File: src/shared/ftp_pkg.sv
// Fragment test pipeline: register map, fields, encodings.
// Assumes a 32-bit plain register port with word indices.
package ftp_pkg;
    // Register word indices
    localparam logic [3:0] A_CTRL = 4'h0;
    localparam logic [3:0] A_ORG = 4'h1;
    localparam logic [3:0] A_SIZE = 4'h2;
    localparam logic [3:0] A_COVER = 4'h3;
    localparam logic [3:0] A_ALPHA = 4'h4;
    localparam logic [3:0] A_STF = 4'h5;
    localparam logic [3:0] A_STB = 4'h6;
    localparam logic [3:0] A_STAT = 4'h7;
    // Control bits
    localparam int B_SC_EN = 0;
    localparam int B_AT_EN = 1;
    localparam int B_ST_EN = 2;
    localparam int B_MS_EN = 3;
    localparam int B_SB_ONE = 4;
    localparam int B_A2M = 5;
    localparam int B_A2ONE = 6;
    localparam int B_COV_EN = 7;
    localparam int B_FBO = 8;
    localparam int B_RGBA = 9;
    localparam int B_INT_BUF = 10;
    localparam int CTRL_W = 11;
    localparam logic [10:0] CTRL_RST = 11'h200;
    // Field positions
    localparam int F_LO = 0;
    localparam int F_HI = 16;
    localparam int F_INV = 16;
    localparam int F_FUNC = 16;
    localparam int F_MASK = 16;
    localparam int F_SFUNC = 24;
    localparam int F_SOP = 27;
    // Widths and limits
    localparam int SW = 8;
    localparam int AW = 8;
    localparam int NS = 4;
    localparam logic [7:0] V_MAX = 8'hFF;
    localparam logic [7:0] V_ZERO = 8'h00;
    localparam logic [10:0] A_QMAX = 11'h3FC;
    localparam logic [10:0] A_HALF = 11'h002;
    localparam int A_FRAC = 2;
    localparam int TH_STEP = 64;
    localparam int DITH_SH = 2;

    typedef enum logic [2:0] {
        cmp_never = 3'h0,
        cmp_always = 3'h1,
        cmp_less = 3'h2,
        cmp_less_equal = 3'h3,
        cmp_equal = 3'h4,
        cmp_greater_equal = 3'h5,
        cmp_greater = 3'h6,
        cmp_not_equal = 3'h7
    } ftp_cmp_t;

    typedef enum logic [2:0] {
        op_keep = 3'h0,
        op_zero = 3'h1,
        op_replace = 3'h2,
        op_increment_saturating = 3'h3,
        op_decrement_saturating = 3'h4,
        op_invert = 3'h5,
        op_increment_wrapping = 3'h6,
        op_decrement_wrapping = 3'h7
    } ftp_op_t;
endpackage : ftp_pkg

File: src/hw/ftp_core.sv
// Per-fragment test stage: ownership, scissor, multisample,
// alpha compare and stencil compare, one registered stage.
// Assumes rasterizer and framebuffer ops on the same clock.
// Operation
// - Tests run in order: ownership, scissor, multisample, alpha, stencil.
// - Off-screen target: ownership always passes.
// - Scissor passes only inside left/bottom/width/height box.
// - Scissor disabled: every fragment passes it.
// - Negative width or height rejected with error flag.
// - Reset: origin 0,0, size of window or zero, disabled.
// - Multisample changes nothing unless enabled with one sample buffer.
// - Alpha-to-mask ANDs an alpha-derived mask into coverage.
// - Alpha clamped; mask bits proportional, full at max, empty at zero.
// - Mask dithered from window-relative coordinates.
// - Force-max replaces alpha with largest value.
// - Coverage override ANDs stored-value mask, optionally inverted.
// - Coverage value clamped on write and readable with invert.
// - Alpha compare only for RGBA, non-integer buffers.
// - Failing alpha compare discards; disabled always passes.
// - Reference in alpha units, fragment alpha rounded to nearest.
// - Eight compare functions.
// - Reset: alpha reference 0, always, disabled.
// - Stencil disabled: no test, no write, pass.
// - Back state for back-facing polygons, front otherwise.
// - Reference clamped; mask applied to reference and stored value.
// - Eight stencil update actions, unsigned.
// - Stencil fail: apply fail action, then discard.
// - Reset: keep actions, zero references, always, disabled.
//
// The register offsets and strobed register access are this design's own decisions.
module ftp_core #(
    parameter int WIN_W = 640,
    parameter int WIN_H = 480,
    parameter bit HAS_WIN = 1'b1
) (
    // Clock and reset
    input wire logic clk_in,
    input wire logic rst_n_in,
    // Register port
    input wire logic [3:0] reg_addr_in,
    input wire logic [31:0] reg_wdata_in,
    input wire logic reg_wr_in,
    input wire logic reg_rd_in,
    output logic [31:0] reg_rdata_out,
    // Incoming fragment
    input wire logic frag_valid_in,
    output logic frag_ready_out,
    input wire logic [11:0] frag_x_in,
    input wire logic [11:0] frag_y_in,
    input wire logic [3:0] frag_cov_in,
    input wire logic signed [10:0] frag_alpha_in,
    input wire logic [23:0] frag_color_in,
    input wire logic frag_back_in,
    input wire logic frag_owned_in,
    input wire logic [7:0] frag_stencil_in,
    // Outgoing fragment
    output logic out_valid_out,
    input wire logic out_ready_in,
    output logic [11:0] out_x_out,
    output logic [11:0] out_y_out,
    output logic [3:0] out_cov_out,
    output logic [7:0] out_alpha_out,
    output logic [23:0] out_color_out,
    output logic out_discard_out,
    output logic [7:0] out_stencil_out,
    output logic out_stencil_wr_out
);

    ////////////////////////////////////////////////////////////
    // Helpers

    function automatic logic [7:0] clamp8(
        input logic [15:0] v
    );
        logic signed [15:0] s;
        s = v;
        if (s < 0) begin
            clamp8 = ftp_pkg::V_ZERO;
        end else if (s > 16'sh00FF) begin
            clamp8 = ftp_pkg::V_MAX;
        end else begin
            clamp8 = v[7:0];
        end
    endfunction : clamp8

    function automatic logic cmp(
        input logic [2:0] f,
        input logic [7:0] a,
        input logic [7:0] b
    );
        unique case (ftp_pkg::ftp_cmp_t'(f))
            ftp_pkg::cmp_never: cmp = 1'b0;
            ftp_pkg::cmp_always: cmp = 1'b1;
            ftp_pkg::cmp_less: cmp = a < b;
            ftp_pkg::cmp_less_equal: cmp = a <= b;
            ftp_pkg::cmp_equal: cmp = a == b;
            ftp_pkg::cmp_greater_equal: cmp = a >= b;
            ftp_pkg::cmp_greater: cmp = a > b;
            ftp_pkg::cmp_not_equal: cmp = a != b;
        endcase
    endfunction : cmp

    // Thresholds k*64+d with d<64: all set at max, none at zero
    function automatic logic [3:0] cov_mask(
        input logic [7:0] a,
        input logic [5:0] d
    );
        logic [7:0] th;
        cov_mask = 4'h0;
        for (int k = 0; k < ftp_pkg::NS; k++) begin
            th = 8'(k * ftp_pkg::TH_STEP) + {2'h0, d};
            cov_mask[k] = (a != ftp_pkg::V_ZERO) && (a >= th);
        end
    endfunction : cov_mask

    function automatic logic in_span(
        input logic [11:0] c,
        input logic [15:0] lo,
        input logic [15:0] len
    );
        logic signed [17:0] cs;
        logic signed [17:0] ls;
        cs = $signed({6'h00, c});
        ls = 18'(signed'(lo));
        in_span = (cs >= ls) && (cs < ls + 18'(signed'(len)));
    endfunction : in_span

    function automatic logic [7:0] st_op(
        input logic [2:0] op,
        input logic [7:0] v,
        input logic [7:0] r
    );
        unique case (ftp_pkg::ftp_op_t'(op))
            ftp_pkg::op_keep: st_op = v;
            ftp_pkg::op_zero: st_op = ftp_pkg::V_ZERO;
            ftp_pkg::op_replace: st_op = r;
            ftp_pkg::op_increment_saturating:
                st_op = (v == ftp_pkg::V_MAX) ? v : v + 8'h01;
            ftp_pkg::op_decrement_saturating:
                st_op = (v == ftp_pkg::V_ZERO) ? v : v - 8'h01;
            ftp_pkg::op_invert: st_op = ~v;
            ftp_pkg::op_increment_wrapping: st_op = v + 8'h01;
            ftp_pkg::op_decrement_wrapping: st_op = v - 8'h01;
        endcase
    endfunction : st_op

    ////////////////////////////////////////////////////////////
    // Registers

    localparam logic [15:0] RST_W = HAS_WIN ? 16'(WIN_W) : 16'h0000;
    localparam logic [15:0] RST_H = HAS_WIN ? 16'(WIN_H) : 16'h0000;

    logic [10:0] ctrl_reg;
    logic [31:0] org_reg;
    logic [31:0] size_reg;
    logic [7:0] cov_val_reg;
    logic cov_inv_reg;
    logic [7:0] a_ref_reg;
    logic [2:0] a_func_reg;
    logic [7:0] sref_reg [2];
    logic [7:0] smask_reg [2];
    logic [2:0] sfunc_reg [2];
    logic [2:0] sop_reg [2];
    logic err_reg;
    logic [31:0] rdata_reg;

    wire wr_ctrl = reg_wr_in && reg_addr_in == ftp_pkg::A_CTRL;
    wire wr_org = reg_wr_in && reg_addr_in == ftp_pkg::A_ORG;
    wire wr_size = reg_wr_in && reg_addr_in == ftp_pkg::A_SIZE;
    wire wr_cov = reg_wr_in && reg_addr_in == ftp_pkg::A_COVER;
    wire wr_alpha = reg_wr_in && reg_addr_in == ftp_pkg::A_ALPHA;
    wire wr_stat = reg_wr_in && reg_addr_in == ftp_pkg::A_STAT;
    wire [1:0] wr_st = {reg_wr_in && reg_addr_in == ftp_pkg::A_STB,
                        reg_wr_in && reg_addr_in == ftp_pkg::A_STF};
    wire size_neg = reg_wdata_in[15] || reg_wdata_in[31];
    wire size_bad = wr_size && size_neg;
    wire [15:0] wd_lo = reg_wdata_in[15:0];
    // Error sticks; a new rejection beats a clear in the same cycle
    wire err_next = size_bad || (err_reg && !(wr_stat && reg_wdata_in[0]));

    always_ff @(posedge clk_in or negedge rst_n_in) begin
        if (!rst_n_in) begin
            ctrl_reg <= ftp_pkg::CTRL_RST;
            org_reg <= 32'h0000_0000;
            size_reg <= {RST_H, RST_W};
            cov_val_reg <= ftp_pkg::V_MAX;
            cov_inv_reg <= 1'b0;
            a_ref_reg <= ftp_pkg::V_ZERO;
            a_func_reg <= ftp_pkg::cmp_always;
            err_reg <= 1'b0;
        end else begin
            if (wr_ctrl) ctrl_reg <= reg_wdata_in[ftp_pkg::CTRL_W-1:0];
            if (wr_org) org_reg <= reg_wdata_in;
            if (wr_size && !size_neg) size_reg <= reg_wdata_in;
            if (wr_cov) begin
                cov_val_reg <= clamp8(wd_lo);
                cov_inv_reg <= reg_wdata_in[ftp_pkg::F_INV];
            end
            if (wr_alpha) begin
                a_ref_reg <= clamp8(wd_lo);
                a_func_reg <= reg_wdata_in[ftp_pkg::F_FUNC +: 3];
            end
            err_reg <= err_next;
        end
    end

    // Front set at index 0, back set at index 1
    for (genvar g = 0; g < 2; g++) begin : g_face
        always_ff @(posedge clk_in or negedge rst_n_in) begin
            if (!rst_n_in) begin
                sref_reg[g] <= ftp_pkg::V_ZERO;
                smask_reg[g] <= ftp_pkg::V_MAX;
                sfunc_reg[g] <= ftp_pkg::cmp_always;
                sop_reg[g] <= ftp_pkg::op_keep;
            end else if (wr_st[g]) begin
                sref_reg[g] <= clamp8(wd_lo);
                smask_reg[g] <= reg_wdata_in[ftp_pkg::F_MASK +: 8];
                sfunc_reg[g] <= reg_wdata_in[ftp_pkg::F_SFUNC +: 3];
                sop_reg[g] <= reg_wdata_in[ftp_pkg::F_SOP +: 3];
            end
        end
    end

    // Read mux; unmapped words read zero
    logic [31:0] rd_mux;
    always_comb begin
        rd_mux = 32'h0000_0000;
        unique case (reg_addr_in)
            ftp_pkg::A_CTRL: rd_mux = {21'h0, ctrl_reg};
            ftp_pkg::A_ORG: rd_mux = org_reg;
            ftp_pkg::A_SIZE: rd_mux = size_reg;
            ftp_pkg::A_COVER: rd_mux = {15'h0, cov_inv_reg, 8'h0, cov_val_reg};
            ftp_pkg::A_ALPHA: rd_mux = {13'h0, a_func_reg, 8'h0, a_ref_reg};
            ftp_pkg::A_STF: rd_mux = {2'h0, sop_reg[0], sfunc_reg[0],
                                      smask_reg[0], 8'h0, sref_reg[0]};
            ftp_pkg::A_STB: rd_mux = {2'h0, sop_reg[1], sfunc_reg[1],
                                      smask_reg[1], 8'h0, sref_reg[1]};
            ftp_pkg::A_STAT: rd_mux = {30'h0, out_valid_out, err_reg};
            default: rd_mux = 32'h0000_0000;
        endcase
    end

    always_ff @(posedge clk_in or negedge rst_n_in) begin
        if (!rst_n_in) rdata_reg <= 32'h0000_0000;
        else if (reg_rd_in) rdata_reg <= rd_mux;
        else rdata_reg <= 32'h0000_0000;
    end
    assign reg_rdata_out = rdata_reg;

    ////////////////////////////////////////////////////////////
    // Test chain, evaluated on settings held at acceptance

    wire acc = frag_valid_in && frag_ready_out;
    assign frag_ready_out = !out_valid_out || out_ready_in;

    wire own_ok = ctrl_reg[ftp_pkg::B_FBO] || frag_owned_in;
    wire sc_in = in_span(frag_x_in, org_reg[15:0], size_reg[15:0])
        && in_span(frag_y_in, org_reg[31:16], size_reg[31:16]);
    wire sc_ok = !ctrl_reg[ftp_pkg::B_SC_EN] || sc_in;

    // Clamp then round quarter units to nearest
    wire [10:0] a_cl = frag_alpha_in < 0 ? 11'h000 :
        (frag_alpha_in > $signed(ftp_pkg::A_QMAX)) ? ftp_pkg::A_QMAX :
        frag_alpha_in;
    wire [10:0] a_rnd = (a_cl + ftp_pkg::A_HALF) >> ftp_pkg::A_FRAC;
    wire [7:0] a8 = a_rnd[7:0];

    // Dither depends on window-relative low coordinate bits only
    wire [5:0] dith = {frag_y_in[1:0], frag_x_in[1:0], 2'h0}
        ^ {frag_x_in[3:2], frag_y_in[3:2], frag_x_in[0], frag_y_in[0]};

    wire ms_act = ctrl_reg[ftp_pkg::B_MS_EN] && ctrl_reg[ftp_pkg::B_SB_ONE];
    wire a2m = ms_act && ctrl_reg[ftp_pkg::B_A2M] && !ctrl_reg[ftp_pkg::B_INT_BUF];
    wire [3:0] m_a = a2m ? cov_mask(a8, dith) : 4'hF;
    wire [3:0] m_v = cov_mask(cov_val_reg, ~dith);
    wire [3:0] m_c = (ms_act && ctrl_reg[ftp_pkg::B_COV_EN]) ?
        (cov_inv_reg ? ~m_v : m_v) : 4'hF;
    wire [3:0] cov_n = frag_cov_in & m_a & m_c;
    wire [7:0] alpha_n = (ms_act && ctrl_reg[ftp_pkg::B_A2ONE]) ?
        ftp_pkg::V_MAX : a8;

    wire at_act = ctrl_reg[ftp_pkg::B_AT_EN] && ctrl_reg[ftp_pkg::B_RGBA]
        && !ctrl_reg[ftp_pkg::B_INT_BUF];
    wire at_ok = !at_act || cmp(a_func_reg, alpha_n, a_ref_reg);

    wire face = frag_back_in;
    wire [7:0] mref = sref_reg[face] & smask_reg[face];
    wire [7:0] mval = frag_stencil_in & smask_reg[face];
    wire st_en = ctrl_reg[ftp_pkg::B_ST_EN];
    wire pre_ok = own_ok && sc_ok && at_ok;
    wire st_fail = st_en && pre_ok && !cmp(sfunc_reg[face], mref, mval);
    wire [7:0] st_new = st_op(sop_reg[face], frag_stencil_in,
        sref_reg[face]);
    wire disc_n = !pre_ok || st_fail;

    ////////////////////////////////////////////////////////////
    // Output stage

    logic valid_reg;
    logic [11:0] x_reg;
    logic [11:0] y_reg;
    logic [3:0] cov_reg;
    logic [7:0] alpha_reg;
    logic [23:0] color_reg;
    logic disc_reg;
    logic [7:0] sten_reg;
    logic swr_reg;

    always_ff @(posedge clk_in or negedge rst_n_in) begin
        if (!rst_n_in) begin
            valid_reg <= 1'b0;
        end else if (frag_ready_out) begin
            valid_reg <= frag_valid_in;
        end
    end

    always_ff @(posedge clk_in or negedge rst_n_in) begin
        if (!rst_n_in) begin
            x_reg <= 12'h000;
            y_reg <= 12'h000;
            cov_reg <= 4'h0;
            alpha_reg <= ftp_pkg::V_ZERO;
            color_reg <= 24'h000000;
            disc_reg <= 1'b0;
            sten_reg <= ftp_pkg::V_ZERO;
            swr_reg <= 1'b0;
        end else if (acc) begin
            x_reg <= frag_x_in;
            y_reg <= frag_y_in;
            cov_reg <= cov_n;
            alpha_reg <= alpha_n;
            color_reg <= frag_color_in;
            disc_reg <= disc_n;
            sten_reg <= st_fail ? st_new : frag_stencil_in;
            swr_reg <= st_fail;
        end
    end

    assign out_valid_out = valid_reg;
    assign out_x_out = x_reg;
    assign out_y_out = y_reg;
    assign out_cov_out = cov_reg;
    assign out_alpha_out = alpha_reg;
    assign out_color_out = color_reg;
    assign out_discard_out = disc_reg;
    assign out_stencil_out = sten_reg;
    assign out_stencil_wr_out = swr_reg;
endmodule : ftp_core

File: config.mk
export PLATFORM = sky130hd
export DESIGN_NAME = ftp_core
export DESIGN_NICKNAME = d
export VERILOG_FILES = /design/src/shared/ftp_pkg.sv /design/src/hw/ftp_core.sv
export SDC_FILE = /design/constraint.sdc
export NUM_CORES = 1
export LEC_CHECK = 0
export BUFFER_PORTS_ARGS = -buffer_cell sky130_fd_sc_hd__buf_2
export CELL_PAD_IN_SITES_DETAIL_PLACEMENT = 2
export CELL_PAD_IN_SITES_GLOBAL_PLACEMENT = 2
export CORE_ASPECT_RATIO = 0.6
export CORE_MARGIN = 4
export CORE_UTILIZATION = 36
export DETAILED_ROUTE_END_ITERATION = 8
export PLACE_DENSITY = 0.79
export SYNTH_ARGS = -nofsm -noshare
export SYNTH_HDL_FRONTEND = slang
export SYNTH_SLANG_ARGS = --single-unit
File: constraint.sdc
create_clock -name clk_in -period 4.88 [get_ports clk_in]
set_clock_uncertainty 0.15 [all_clocks]
set_input_delay 0.488 -clock clk_in [delete_from_list [all_inputs] [get_ports clk_in]]
set_output_delay 0.488 -clock clk_in [all_outputs]
set_load 0.005 [all_outputs]
Word-level counts from Yosys, hierarchy flattened
Cells that the tools add are included.

storage, ports and cells
  flip-flop bits (word level) = 243
  latch bits = 0
  bits in writable memories = 0
  memory bits (read-only) = 0
  output and inout bits = 104
  memories kept = 0

cells by class
  add/sub/neg operators = 11
  multiply operators = 0
  div/mod/pow operators = 0
  magnitude comparators = 25
  equality and inequality tests = 33
  shift operators = 0
  mux-type cells = 28
  bitwise logic cells = 9
  reductions and logical operators = 57

operators by type and width
  cell                 number
  $pmux 32 s8          1
  $mux 8               12
  $ge 8x8->1           8
  $pmux 8 s8           1
  $eq 3x3->1 const B   12
  $logic_and 1x1->1    35
  $add 16x16->17       2
  $lt 13x17->1         2
  $ge 13x16->1         2
  $mux 32              1
  $mux 10              2
  $eq 3x2->1 const B   6
  $mux 3               6
  $add 7x6->8 const A  2
  $add 7x7->8 const A  2
  $add 8x6->8 const A  2
  $and 8x8->8          2
  $eq 4x3->1 const B   4
  $eq 8x8->1           2
  $ge 8x6->1           2
  $gt 16x9->1 const B  1
  $gt 8x8->1           2
  $le 8x8->1           2
  $lt 16x1->1 const B  1
  other kinds (26)     51

Logic depth before layout (Yosys ltp)
  depth in word-level cells = 12
  gate-level depth with buffers = 21
  gate-level depth less buffers = 20

Worst setup path before layout
No wires, ideal clock.

  path type = register to register
  start point = register org_reg[16]
  end point = register sten_reg[2] (netlist: out_stencil_out[2])
  library setup time = 0.126 ns
  data arrival time = 3.958 ns
  path slack = 0.646 ns
  stages on the path, launching flop included = 21
  path buffers = 1
  path through = dfrtp_1 ha_1 inv_1 fa_1 nor2b_1 o31ai_1 nand2_1 and3_1 nand2b_1 a21o_1 a21oi_1 xor2_1 ha_1 a211o_1 a2111oi_0 nor4_1 o2111a_1 o31ai_4 buf_6 a31oi_1 a221o_1

between the ends
  longest elaborated chain between the ends = 10
  elaborated cells between the ends (all ways) = 11

ends and longest elaborated chain
  item                                RTL line         text
  start, declared                     ftp_core.sv:154  logic [31:0] org_reg;
  start signal, assigned              ftp_core.sv:193  if (wr_org) org_reg <= reg_wdata_in;
  $add 16x16->17                      ftp_core.sv:125  in_span = (cs >= ls) && (cs < ls + 18'(signed'(len)));
  $lt 13x17->1                        ftp_core.sv:125
  $logic_and 1x1->1 (*)               ftp_core.sv:125
  $logic_and 1x1->1 (*)               ftp_core.sv:258  && in_span(frag_y_in, org_reg[31:16], size_reg[31:16]);
  $logic_or 1x1->1 (*)                ftp_core.sv:259  wire sc_ok = !ctrl_reg[ftp_pkg::B_SC_EN] || sc_in;
  $logic_and 1x1->1 (*) (2 in a row)  ftp_core.sv:290  wire pre_ok = own_ok && sc_ok && at_ok;
  $logic_and 1x1->1 (*) (2 in a row)  ftp_core.sv:291  wire st_fail = st_en && pre_ok && !cmp(sfunc_reg[face], mref, mval);
  $mux 8 (*)                          ftp_core.sv:334  sten_reg <= st_fail ? st_new : frag_stencil_in;
  end signal, assigned                ftp_core.sv:325  sten_reg <= ftp_pkg::V_ZERO;
  end signal, assigned                ftp_core.sv:334
  end, declared                       ftp_core.sv:306  logic [7:0] sten_reg;

Mark *: on every way between the ends. The rest lies on a longest branch, timed or not.
A chain may end at the register's enable or synchronous reset.

Worst setup path after layout
  start point = register org_reg[16]
  end point = register sten_reg[1] (netlist: out_stencil_out[1])

Same word-level chain as after synthesis.

==> key figures <==
Status
  – Run status: completed

Yosys
  – Syn_nets: 1725
  – Synth Instances: between 1000 and 1500
  – Synthesized flop and latch total: between 200 and 250
  – Post-synthesis async set-or-reset flop share: 100%
  – Synth Area in Compound Gates: 17.8%
  – Synth unique cells: 74
  – Synth warnings: 0
  – Simple-Gate Fraction of Synth Area: about 14%
  – Post-synth EDFFs: 0
  – Syn_area_per_cell: 9.72 um2
  – Mux contribution to synthesized area: 11.0%
  – Post-Synth XOR/XNOR Area: around 2.3%
  – Synth Area in Adders: 9.72%
  – Sequential area share after synthesis: a little over two fifths
  – Largest family of logic cells by synthesized area: compound AO/OA/AOI/OAI gates
  – Prevailing post-synth register cell: dfrtp_1
  – Post-Synthesis Cell Area: 14600 um2

Clock network
  – Reg clk slew, reported paths: 0.07 ns
  – Root buffer cell: clkbuf_16
  – CTS tree: yes
  – H-tree Lvls: 1
  – Cts bufs inserted: 26
  – Clk sinks: 243
  – Max Root-Sink Buffers: 3
  – Clock latency on the worst-skew pair: between 0.5 and 0.6 ns

Critical path
  – CP dominant cell by count: ha_1
  – Reg2reg setup slack: about 0.11 ns
  – Worst path cell trace: ha_1 > inv_1 > fa_2 > nor2b_1 > o31ai_2 > nand2_1 > and3_1 > nand2b_4 > a21o_1 > a21oi_2 > xor2_1 > ha_1 > a211o_1 > a2111oi_4 > nor4_1 > o2111a_2 > o31ai_4 > buf_12 > a311oi_1 > a221o_1
  – Delay-heaviest family, CP: compound AO/OA/AOI/OAI gates
  – Max Fanout on Critical Path: 6
  – Slowest cell on crit path: dfrtp_1
  – Crit path required time: 5.16 ns
  – CP Class: flop to flop
  – CP Launch Type: flop
  – Crit path DAT: approximately 5.1 ns
  – CP endpoint kind: flop
  – Crit path largest cell delay: approximately 0.4 ns
  – Crit path buffers/inverters: 2

Placement
  – RePlAce Congestion: about 0.94
  – Number of port buffers: between 200 and 250
  – Dpl cells: 2201
  – DP HPWL: 43000 um
  – Placed cell area: between 15000 and 20000 um2

Cells and area
  – Final instance area: ~18000 um2
  – Layout Cells excl Fill: 2280
  – Most common cell after layout, fill and taps aside: nand2_1
  – Layout Nets: around 2000
  – # fillers: 4326
  – Share of layout cells above drive strength 1: between 20 and 30%
  – Most frequent cells in the layout: 238 x nand2_1, 216 x buf_2, 209 x dfrtp_1, 124 x mux2_2, 110 x ha_1
  – Layout Utilization: between 40 and 50%
  – Synth-to-layout area growth: 20.6%

STA
  – Slew at the pin with the worst max-slew slack: about 1.1 ns
  – Rel. slew slack: 25.5%
  – Hold Vio Cnt, Final: 0
  – Slew Viols, Final: 0
  – Min Tclk post-route: 4.77 ns
  – Max Clock Freq: around 210 MHz
  – Final worst-path cycle share: ~98%
  – Final setup violating endpoints: 0
  – Hold Slack: ~0.019 ns

Power and ir drop
  – Power, Total: roughly 7400 uW
  – Pleak: about 0.0084 uW
  – Max IR drop VDD: between 0.0002 and 0.00025 V
  – Cell Pwr Density: around 420 nW/um2

GRT
  – Vias in the first global route: 14598
  – GRT overflow: 0
  – GRT Total Usage: 26.7%
  – Antenna violations before repair: 5
  – First-pass GRT wire length: 90800 um
  – Largest net degree at the start of global routing: about 90

Die
  – Core box area: a little under 40000 um2
  – Die height: 164 um
  – Io pins: 219
  – Row Count: 56
  – Die X-Extent: ~270 um
  – Starting density of the core: approximately 37%
  – Die area: ~44000 um2

Route
  – DRT iter0 DRCs: between 1000 and 1500
  – Vias: between 10000 and 15000
  – Drt wl/cell: about 26 um
  – Via/cell ratio: approximately 5.9
  – Post-route ant nets: 0
  – DR pass1 iterations: 5
  – Drt drc: 0
  – WL final: ~60000 um

Job
  – MaxCap Viol Count: 0

Worst hold path
  – Min-delay worst type: primary input to flop
==> cell usage after synthesis, types with 5 or more instances <==
| library cell | n | area, um2 |
|---|---|---|
| o21bai_1 | 9 | 67.6 |
| nand3_1 | 31 | 155 |
| and2_1 | 7 | 43.8 |
| mux2_2 | 124 | 1400 |
| mux2i_1 | 20 | 200 |
| a211o_1 | 7 | 61.3 |
| o21a_1 | 12 | 90.1 |
| a31oi_1 | 23 | 144 |
| ha_1 | 110 | 1380 |
| nor2b_1 | 8 | 50.1 |
| or3_1 | 6 | 37.5 |
| xor2_1 | 25 | 219 |
| o31ai_1 | 5 | 37.5 |
| a222oi_1 | 5 | 50.1 |
| a211oi_1 | 12 | 90.1 |
| a21o_1 | 23 | 173 |
| inv_1 | 58 | 218 |
| nand4_1 | 11 | 68.8 |
| a221oi_1 | 6 | 52.6 |
| clkbuf_1 | 50 | 188 |
| o21ai_0 | 93 | 465 |
| buf_1 | 13 | 48.8 |
| dfstp_2 | 34 | 893 |
| nor2_1 | 69 | 259 |
| nand2_1 | 239 | 897 |
| dfrtp_1 | 209 | 5230 |
| o211ai_1 | 13 | 97.6 |
| nor4_1 | 8 | 50.1 |
| a22oi_1 | 52 | 390 |
| a21oi_1 | 65 | 325 |
| nand2b_1 | 24 | 150 |
| nor3_1 | 18 | 90.1 |
| xnor2_1 | 13 | 114 |
| and3_1 | 14 | 87.6 |
==> metal layers <==
layer  global-route usage, %  routed length, um  vias up
li1                        -                  -     5923
met5                       0                 25        -
met2                    44.1              28000      362
met4                    6.35               1490        4
met1                    36.5              26700     6977
met3                    5.21               3540       87
==> area by class of cell <==
| class | instances | area [um2] | area share, % |
|---|---|---|---|
| clock buffers | 39 | 769 | 4.38 |
| diodes | 2 | 5.00 | 0.0285 |
| inverters | 58 | 218 | 1.24 |
| well taps | 522 | 653 | 3.72 |
| multi-input cells | 1128 | 8010 | 45.6 |
| clock inverters | 7 | 124 | 0.705 |
| flip-flops and latches | 243 | 6120 | 34.8 |
| repair buffers | 281 | 1670 | 9.50 |
==> cell families (layout without fill, tap and decap cells) <==
group	Yosys count	after routing
AO/OA/AOI/OAI	385	385
XOR/XNOR	38	38
adder cells (fa/ha/maj)	112	112
buffers and inverters	127	385
flip-flops	243	243
multiplexers	144	144
other	0	2
AND/OR/NAND/NOR	449	449
==> path summary, 6_finish.rpt <==
check | depth (start not counted) | startpoint | endpoint
hold reg to reg | 2 | out_color_out[0]$_DFFE_PN0P_ | out_color_out[0]$_DFFE_PN0P_
min in group asynchronous | 2 | rst_n_in | reg_rdata_out[29]$_DFF_PN0_
hold / removal | 3 | frag_x_in[9] | out_x_out[9]$_DFFE_PN0P_
setup / recovery | 20 | org_reg[16]$_DFFE_PN0P_ | out_stencil_out[1]$_DFFE_PN0P_
setup reg to reg | 20 | org_reg[16]$_DFFE_PN0P_ | out_stencil_out[1]$_DFFE_PN0P_
max in group asynchronous | 3 | rst_n_in | reg_rdata_out[4]$_DFF_PN0_
==> what timing repair did <==
item | in CTS | in global routing
pin swaps | 1 | 7
cloned | 0 | 0
setup buffers | 1 | 3
resized for setup | 2 | 10
endpoints found under the setup margin | 9 | 9
hold buffers | 27 | 0
hold endpoints to repair | 90 | 0
==> tightest hold or removal path, stage by stage <==
cell     delay (ns)
buf_2          0.11
nand2_1        0.05
nand2_1        0.05
==> report_power, final <==
part	total [uW]	internal, uW	switching [uW]
Combinational	2440	1040	1410
Sequential	2780	2390	392
Clock	2170	1250	920
==> through the flow <==
stage / setup slack, ns / setup TNS (ns)
after global routing: -0.106 / -0.718
after detailed placement: -0.123 / -0.809
final: 0.108 / 0
after floorplan: 0.646 / 0
after CTS: 0.0964 / 0
after global placement: 0.152 / 0
No activity file was read; power rests on OpenSTA's default activity.
